**config.mk**
```make
export PLATFORM = sky130hd
export DESIGN_NAME = ped_countdown_timer
export DESIGN_NICKNAME = d
export VERILOG_FILES = /design/src/core/pcd_pkg.sv /design/src/core/pcd_input_filter.sv /design/src/core/ped_countdown_timer.sv
export VERILOG_INCLUDE_DIRS = /design/src /design/src/core
export SDC_FILE = /design/constraint.sdc
export NUM_CORES = 1
export LEC_CHECK = 0
export ABC_AREA = 1
export BUFFER_PORTS_ARGS = -buffer_cell sky130_fd_sc_hd__buf_4
export CORE_UTILIZATION = 57
export DETAILED_ROUTE_END_ITERATION = 6
export GPL_TIMING_DRIVEN = 0
export PLACE_DENSITY = 0.77
export SYNTH_ARGS = -nofsm -noshare
export SYNTH_HDL_FRONTEND = slang
export SYNTH_HIERARCHICAL = 1
export SYNTH_SLANG_ARGS = --single-unit
```
**constraint.sdc**
```tcl
create_clock -name clk -period 17.5 [get_ports clk]
set_input_delay 3.5 -clock clk [delete_from_list [all_inputs] [get_ports clk]]
set_output_delay 3.5 -clock clk [all_outputs]
set_load 0.05 [all_outputs]
```
**src/core/pcd_params.svh**
```systemverilog
/*
  Timing counts, limits and reset values for the pedestrian countdown timer.
  Assumes a 25 MHz clock; long counts are overridable by top-level parameters.
*/
`ifndef PCD_PARAMS_SVH
`define PCD_PARAMS_SVH

// Clock period in ns
`define PCD_CLK_PERIOD_NS 40
// One display second
`define PCD_SECOND_MS 1000
`define PCD_SECOND_CYCLES ((`PCD_SECOND_MS * 1000000) / `PCD_CLK_PERIOD_NS)
// Indication debounce, a least time, so rounded up
`define PCD_DEBOUNCE_MS 20
`define PCD_DEBOUNCE_CYCLES \
  (((`PCD_DEBOUNCE_MS * 1000000) + `PCD_CLK_PERIOD_NS - 1) / `PCD_CLK_PERIOD_NS)
// Supply interruption that forces a dark cycle, rounded up
`define PCD_POWER_LOSS_MS 1500
`define PCD_POWER_LOSS_CYCLES \
  (((`PCD_POWER_LOSS_MS * 1000000) + `PCD_CLK_PERIOD_NS - 1) / `PCD_CLK_PERIOD_NS)
// Largest count two digits can show
`define PCD_MAX_COUNT 7'h63
// Reset values
`define PCD_INTERVAL_RST 7'h00
`define PCD_SEG_RST 7'h00

`endif

```
**src/core/pcd_pkg.sv**
```systemverilog
/*
  Types shared by the pedestrian countdown timer.
  Assumes nothing beyond a SystemVerilog compiler.
*/
`default_nettype none
package pcd_pkg;
  // Controller phase as seen by the timer, Gray along idle, walk, clear
  typedef enum logic [1:0] {
    PH_IDLE = 2'h0,
    PH_WALK = 2'h1,
    PH_CLEAR = 2'h3
  } phase_type;
  typedef logic [6:0] seg_type;
endpackage
`default_nettype wire

```
**src/core/pcd_input_filter.sv**
```systemverilog
/*
  Two-flop synchroniser and debounce for one controller pin.
  Assumes the pin is asynchronous to clk; reset is the synchronised copy.
*/
`timescale 1ns/100ps
`default_nettype none
`include "pcd_params.svh"
module pcd_input_filter #(
  parameter int DEBOUNCE_CYCLES = `PCD_DEBOUNCE_CYCLES
) (
  // Clock and reset
  input wire logic clk,
  input wire logic nrst,
  // Pin in, clean level out
  input wire logic raw,
  output logic clean
);
  logic meta;
  logic sync;
  logic [19:0] stable_cnt;

  // Synchroniser; meta feeds only sync
  always_ff @(posedge clk or negedge nrst) begin
    if (!nrst) begin
      meta <= 1'b0;
      sync <= 1'b0;
    end else begin
      meta <= raw;
      sync <= meta;
    end
  end

  // Accept a new level only after it has held for the debounce time
  always_ff @(posedge clk or negedge nrst) begin
    if (!nrst) begin
      clean <= 1'b0;
      stable_cnt <= 20'h00000;
    end else if (sync == clean) begin
      stable_cnt <= 20'h00000;
    end else if (stable_cnt == 20'(DEBOUNCE_CYCLES - 1)) begin
      clean <= sync;
      stable_cnt <= 20'h00000;
    end else begin
      stable_cnt <= stable_cnt + 20'h00001;
    end
  end
endmodule
`default_nettype wire

```
**src/core/ped_countdown_timer.sv**
```systemverilog
/*
  Pedestrian countdown timer: watches walk, flashing-hand and steady-hand
  indications, learns the clearance interval and drives two digits.
  Assumes pins asynchronous to clk, a 25 MHz clock and nrst as power-on reset.
*/
`timescale 1ns/100ps
`default_nettype none
`include "pcd_params.svh"
module ped_countdown_timer #(
  parameter int SECOND_CYCLES = `PCD_SECOND_CYCLES,
  parameter int DEBOUNCE_CYCLES = `PCD_DEBOUNCE_CYCLES,
  parameter int POWER_LOSS_CYCLES = `PCD_POWER_LOSS_CYCLES
) (
  // Clock and power-on reset
  input wire logic clk,
  input wire logic nrst,
  // Controller indications
  input wire logic walk_pin,
  input wire logic flash_pin,
  input wire logic steady_pin,
  // Supply monitor, high while supply is good
  input wire logic power_ok_pin,
  // Display
  output pcd_pkg::seg_type seg_tens,
  output pcd_pkg::seg_type seg_ones,
  output logic digits_on,
  output logic dimming_enable
);
  logic nrst_meta;
  logic nrst_sync;
  logic [3:0] raw_pins;
  logic [3:0] clean;
  logic walk;
  logic flash;
  logic steady;
  logic power_ok;
  logic flash_d;
  logic all_dark;
  logic flash_rise;
  logic end_cycle;
  logic stop_clear;
  pcd_pkg::phase_type phase;
  logic from_walk;
  logic [24:0] sub_cnt;
  logic [6:0] elapsed;
  logic [6:0] measured;
  logic [6:0] remaining;
  logic [6:0] interval;
  logic learned;
  logic mute;
  logic [6:0] cand;
  logic cand_valid;
  logic [25:0] low_cnt;
  logic power_lost;
  logic show;

  // Segment pattern gfedcba for one decimal digit
  function automatic pcd_pkg::seg_type seg_encode(input logic [3:0] d);
    unique case (d)
      4'h0: seg_encode = 7'h3F;
      4'h1: seg_encode = 7'h06;
      4'h2: seg_encode = 7'h5B;
      4'h3: seg_encode = 7'h4F;
      4'h4: seg_encode = 7'h66;
      4'h5: seg_encode = 7'h6D;
      4'h6: seg_encode = 7'h7D;
      4'h7: seg_encode = 7'h07;
      4'h8: seg_encode = 7'h7F;
      4'h9: seg_encode = 7'h6F;
      default: seg_encode = 7'h00;
    endcase
  endfunction

  // Reset release through two flops
  always_ff @(posedge clk or negedge nrst) begin
    if (!nrst) begin
      nrst_meta <= 1'b0;
      nrst_sync <= 1'b0;
    end else begin
      nrst_meta <= 1'b1;
      nrst_sync <= nrst_meta;
    end
  end

  // Every pin is synchronised and debounced; nothing else reads the pins
  assign raw_pins = {power_ok_pin, steady_pin, flash_pin, walk_pin};
  generate
    for (genvar i = 0; i < 4; i++) begin : g_filt
      pcd_input_filter #(.DEBOUNCE_CYCLES(DEBOUNCE_CYCLES)) u_filt (
        .clk(clk),
        .nrst(nrst_sync),
        .raw(raw_pins[i]),
        .clean(clean[i])
      );
    end
  endgenerate
  assign walk = clean[0];
  assign flash = clean[1];
  assign steady = clean[2];
  assign power_ok = clean[3];

  // Indication events
  assign flash_rise = flash && !flash_d;
  assign all_dark = !walk && !flash && !steady;
  assign stop_clear = (phase == pcd_pkg::PH_CLEAR) && (steady || all_dark);
  assign end_cycle = (phase == pcd_pkg::PH_CLEAR) && steady && from_walk;

  always_ff @(posedge clk or negedge nrst_sync) begin
    if (!nrst_sync) begin
      flash_d <= 1'b0;
    end else begin
      flash_d <= flash;
    end
  end

  // Phase tracking; the only inputs are the controller's indications
  always_ff @(posedge clk or negedge nrst_sync) begin
    if (!nrst_sync) begin
      phase <= pcd_pkg::PH_IDLE;
      from_walk <= 1'b0;
    end else begin
      unique case (phase)
        pcd_pkg::PH_IDLE: begin
          if (flash_rise) begin
            phase <= pcd_pkg::PH_CLEAR; // Partial cycle, never learned from
            from_walk <= 1'b0;
          end else if (walk) begin
            phase <= pcd_pkg::PH_WALK;
          end
        end
        pcd_pkg::PH_WALK: begin
          if (flash_rise) begin
            phase <= pcd_pkg::PH_CLEAR; // Also a walk cut short
            from_walk <= 1'b1;
          end else if (steady || all_dark) begin
            phase <= pcd_pkg::PH_IDLE;
          end
        end
        pcd_pkg::PH_CLEAR: begin
          if (stop_clear) begin
            phase <= pcd_pkg::PH_IDLE;
          end
        end
        default: phase <= pcd_pkg::PH_IDLE;
      endcase
    end
  end

  // Seconds into the clearance; cleared once steady hand or dark ends it
  always_ff @(posedge clk or negedge nrst_sync) begin
    if (!nrst_sync) begin
      sub_cnt <= 25'h0000000;
      elapsed <= 7'h00;
    end else if (phase != pcd_pkg::PH_CLEAR) begin
      sub_cnt <= 25'h0000000;
      elapsed <= 7'h00;
    end else if (sub_cnt == 25'(SECOND_CYCLES - 1)) begin
      sub_cnt <= 25'h0000000;
      if (elapsed != `PCD_MAX_COUNT) begin
        elapsed <= elapsed + 7'h01; // Saturates at two digits
      end
    end else begin
      sub_cnt <= sub_cnt + 25'h0000001;
    end
  end

  // Whole seconds, nearest; shown count is interval minus elapsed, i.e. rounded up
  assign measured = (sub_cnt >= 25'(SECOND_CYCLES / 2) && elapsed != `PCD_MAX_COUNT) ?
                    elapsed + 7'h01 : elapsed;
  assign remaining = (interval > elapsed) ? interval - elapsed : 7'h00; // Holds at 0

  // Supply watch; short dips are ignored
  always_ff @(posedge clk or negedge nrst_sync) begin
    if (!nrst_sync) begin
      low_cnt <= 26'h0000000;
    end else if (power_ok) begin
      low_cnt <= 26'h0000000;
    end else if (!power_lost) begin
      low_cnt <= low_cnt + 26'h0000001;
    end
  end
  assign power_lost = !power_ok && (low_cnt == 26'(POWER_LOSS_CYCLES - 1));

  // Learning. A single shorter cycle is taken as preemption; only a second
  // identical one counts as a real change, trading one cycle of latency.
  always_ff @(posedge clk or negedge nrst_sync) begin
    if (!nrst_sync) begin
      interval <= `PCD_INTERVAL_RST;
      learned <= 1'b0; // Power-on learning cycle
      mute <= 1'b1;
      cand <= `PCD_INTERVAL_RST;
      cand_valid <= 1'b0;
    end else if (power_lost) begin
      mute <= 1'b1; // One dark cycle after a long loss
    end else if (end_cycle) begin
      if (!learned || mute) begin
        interval <= measured; // Dark cycle complete, store it
        learned <= 1'b1;
        mute <= 1'b0;
        cand_valid <= 1'b0;
      end else if (measured > interval) begin
        mute <= 1'b1; // Lengthened timing
        cand_valid <= 1'b0;
      end else if (measured < interval) begin
        if (cand_valid && cand == measured) begin
          mute <= 1'b1; // Shortened timing confirmed
          cand_valid <= 1'b0;
        end else begin
          cand <= measured; // Treated as preemption, interval kept
          cand_valid <= 1'b1;
        end
      end else begin
        cand_valid <= 1'b0;
      end
    end
  end

  // Display shown only in a learned, unmuted clearance
  assign show = (phase == pcd_pkg::PH_CLEAR) && !stop_clear && learned && !mute && power_ok;

  always_ff @(posedge clk or negedge nrst_sync) begin
    if (!nrst_sync) begin
      digits_on <= 1'b0;
      seg_tens <= `PCD_SEG_RST;
      seg_ones <= `PCD_SEG_RST;
    end else if (show) begin
      digits_on <= 1'b1;
      seg_tens <= seg_encode(4'(remaining / 7'h0A));
      seg_ones <= seg_encode(4'(remaining % 7'h0A));
    end else begin
      digits_on <= 1'b0;
      seg_tens <= `PCD_SEG_RST;
      seg_ones <= `PCD_SEG_RST;
    end
  end

  // Dimming held off so light output stays constant
  always_ff @(posedge clk or negedge nrst_sync) begin
    if (!nrst_sync) begin
      dimming_enable <= 1'b0;
    end else begin
      dimming_enable <= 1'b0;
    end
  end
endmodule
`default_nettype wire

```
==> results.cfg <==
[outcome]
status = finished, final reports clean

[min_path]
worstHoldPathType = reg2reg
min_from = g_filt[3].u_filt/meta$_DFF_PN0_

[grt]
grt_max_degree = 55
track_usage_pct = 24.2
grt_pass1_vias = 8808
grt_overflow_total = 0
antenna_found_initial = 0
grt_pass1_wl_mm = 40.0

[layout]
fillers = 1753
drive_gt1_share_pct = 10.7
antennaDiodeCount = 0
layout.cells.non_filler = 1807
layout_common_cells = nand2_1, nor2_1, inv_1
fin_util_pct = 64.3
nNetsFinal = 1569
layout_commonest_cell = nand2_1
areaGrowthSynthToFinish_pct = 10.6

[drt]
drc_errors = 0
detail-route-antenna-nets = 0
first_pass_iters = 6
routed_wl_mm = 22.9
vias_per_cell = 5.21
first_iter_violations = 546
vias = 9409
wl_per_cell_um = 12.7

[clocking]
ctsHoldBuffers = 0
clk_latency_ps = 430
cts.clk_slew.worst_paths_ps = 70
cts.path.max_buffers = 2
numCtsBuffers = 17
cts.repair.resized = 0
cts_root_buffer = clkbuf_16
post-cts-setup-buffer-count = 0
cts_tree = yes
clock-sinks = 188
cts_htree_levels = 4

[worst_setup_path]
worstSetupPathType = reg2reg
critical_path.most_common_cell = inv_1
cp_data_required_time_ps = 17820
cp-startpoint = elapsed[0]$_DFFE_PN0P_
r2r_start = elapsed[0]$_DFFE_PN0P_
regToRegSetupSlack_ps = 12880
worst_path_max_delay_cell = dfrtp_1
worstSetupStartpointType = flip-flop
cpPeakStageDelay_ps = 470
crit_path_end_kind = flip-flop
cp_max_fo = 8
arrival_ps = 4940

[pwr]
p_leak_nw = 5.67
total_power_uw = 884
powerDensity_nw_per_um2 = 70.9
vdd.ir_drop.worst_uv = 65.6

[die]
coreArea_um2 = 19400
die_w_um = 143
die_h_um = 143
rows = 51
die-area_um2 = 20300
ios = 22
initial_core_util_pct = 58.1

[synthesis]
synth_cell_types = 46
ys.flop_type = dfrtp_1
syn_nets = 1527
ys_ff_latch = 188
ys_seq_area_share_pct = 41.8
synth_edf_count = 0
ys_async_sr_fraction_pct = 100
syn_inst = 1487
synth_area_um2 = 11300
avgSynthCellArea_um2 = 7.58
yosysWarnings = 6
synth_area_leaders = dfrtp_1, nand2_1, nor2_1
synth_top_area_share_pct = 41.5
synth_area_leader_cell = dfrtp_1

[timing]
fin_skew_ps = 10.0
rsz0062_at_grt = false
fin_tns_setup_ps = 0
fin_hold_ws_ps = 349
drv_slew = 0
maxSlewHeadroom_pct = 25.0
setup_violations = 0
max_freq_ghz = 0.217
tightest_slew_ps = 1110
period_needed_ps = 4620
finalCritPeriodShare_pct = 26.4
hold_viol_final = 0

[placement]
portBuffers = 20
place_inst = 1775
place_hpwl_mm = 17.2
place_congestion = 0.892

[run]
drv_cap = 0
[flip-flops by register name (all words and copies together), names as in the netlist, 2 cells and up]
| register | flops |
|---|---|
| cand | 7 |
| elapsed | 7 |
| g_filt.u_filt/clean | 4 |
| g_filt.u_filt/meta | 4 |
| g_filt.u_filt/stable_cnt | 80 |
| g_filt.u_filt/sync | 4 |
| interval | 7 |
| low_cnt | 26 |
| phase | 2 |
| seg_ones | 7 |
| seg_tens | 7 |
| sub_cnt | 25 |
[cell usage after synthesis (2+ instances only)]
library cell	instances
nand2_1	289
nor2_1	272
inv_1	195
dfrtp_1	187
nand3_1	100
o21ai_0	64
a21oi_1	57
nor3_1	35
xor2_1	34
ha_1	33
nor2_4	25
xnor2_1	23
nand2_2	21
nand4_1	21
nand2_4	19
nor4_1	12
nor2_2	11
and2_1	8
clkbuf_1	6
inv_2	6
o21ai_1	6
o22ai_1	6
a211oi_1	5
a31oi_1	5
nand3b_1	5
or2_2	5
buf_2	4
nand3_2	4
nor3_2	4
nor3b_1	4
o21a_1	3
conb_1	2
nand3_4	2
o21ai_2	2
[layer usage]
metal	vias to the layer above	share of wire (%)	track usage [%]
met4	0	0.94	6.79
met3	15	2.9	3.82
met2	132	49	40.5
li1	4816	-	-
met5	-	0	0
met1	4446	47	32.6
[cell type report]
cell class / instances / area, um^2 / area share [%]
sequential: 188 / 4710 / 37.8
clock buffer: 19 / 433 / 3.47
multi-input combinational: 1085 / 5740 / 46.1
timing repair buffer: 23 / 218 / 1.75
buffer: 11 / 50.0 / 0.401
tap: 265 / 332 / 2.66
inverter: 203 / 769 / 6.17
clock inverter: 13 / 214 / 1.72
[cells by family (layout without fill, tap and decap cells)]
family	count (synthesis)	in the layout	synth area share, %
buf+inv	214	269	7.27
compound gates	154	154	7.49
fa+ha+maj	34	34	3.84
flops	188	188	41.8
other cells	2	2	0.0666
xor+xnor	57	57	4.43
simple gates	838	838	35.1
[report_power, final]
part	total (mW)	switching, mW	internal, mW
registers	0.442	0.00443	0.438
clock network	0.422	0.167	0.255
logic	0.0194	0.0138	0.00558
[stage by stage]
stage | worst slack (ps) | instance area (um^2)
4_1_cts | 12900 | 12500
2_1_floorplan | 11880 | 11300
5_1_grt | 12490 | 12500
3_5_place_dp | 12950 | 11800
3_3_place_gp | 9800 | 11800
6_report | 12880 | 12500
[final timing paths]
kind	end	cells past startpoint
setup / recovery	seg_ones[3]$_DFF_PN0_	35
hold / removal	g_filt[3].u_filt/sync$_DFF_PN0_	0
setup reg to reg	seg_ones[3]$_DFF_PN0_	35
hold reg to reg	g_filt[3].u_filt/sync$_DFF_PN0_	0
max in group asynchronous	nrst_sync$_DFF_PN0_	1
min in group asynchronous	g_filt[0].u_filt/stable_cnt[3]$_DFF_PN0_	0
[critical path: cells and delay by family, from the launching register on]
| family | cells | cell delay, ps |
|---|---|---|
| and+or+nand+nor | 21 | 2060 |
| adders and majority gates | 4 | 1150 |
| buffers and inverters | 9 | 660 |
| DFF | 1 | 470 |
| AOI/OAI and AO/OA | 1 | 150 |
Power figures use the tool's default switching activity.
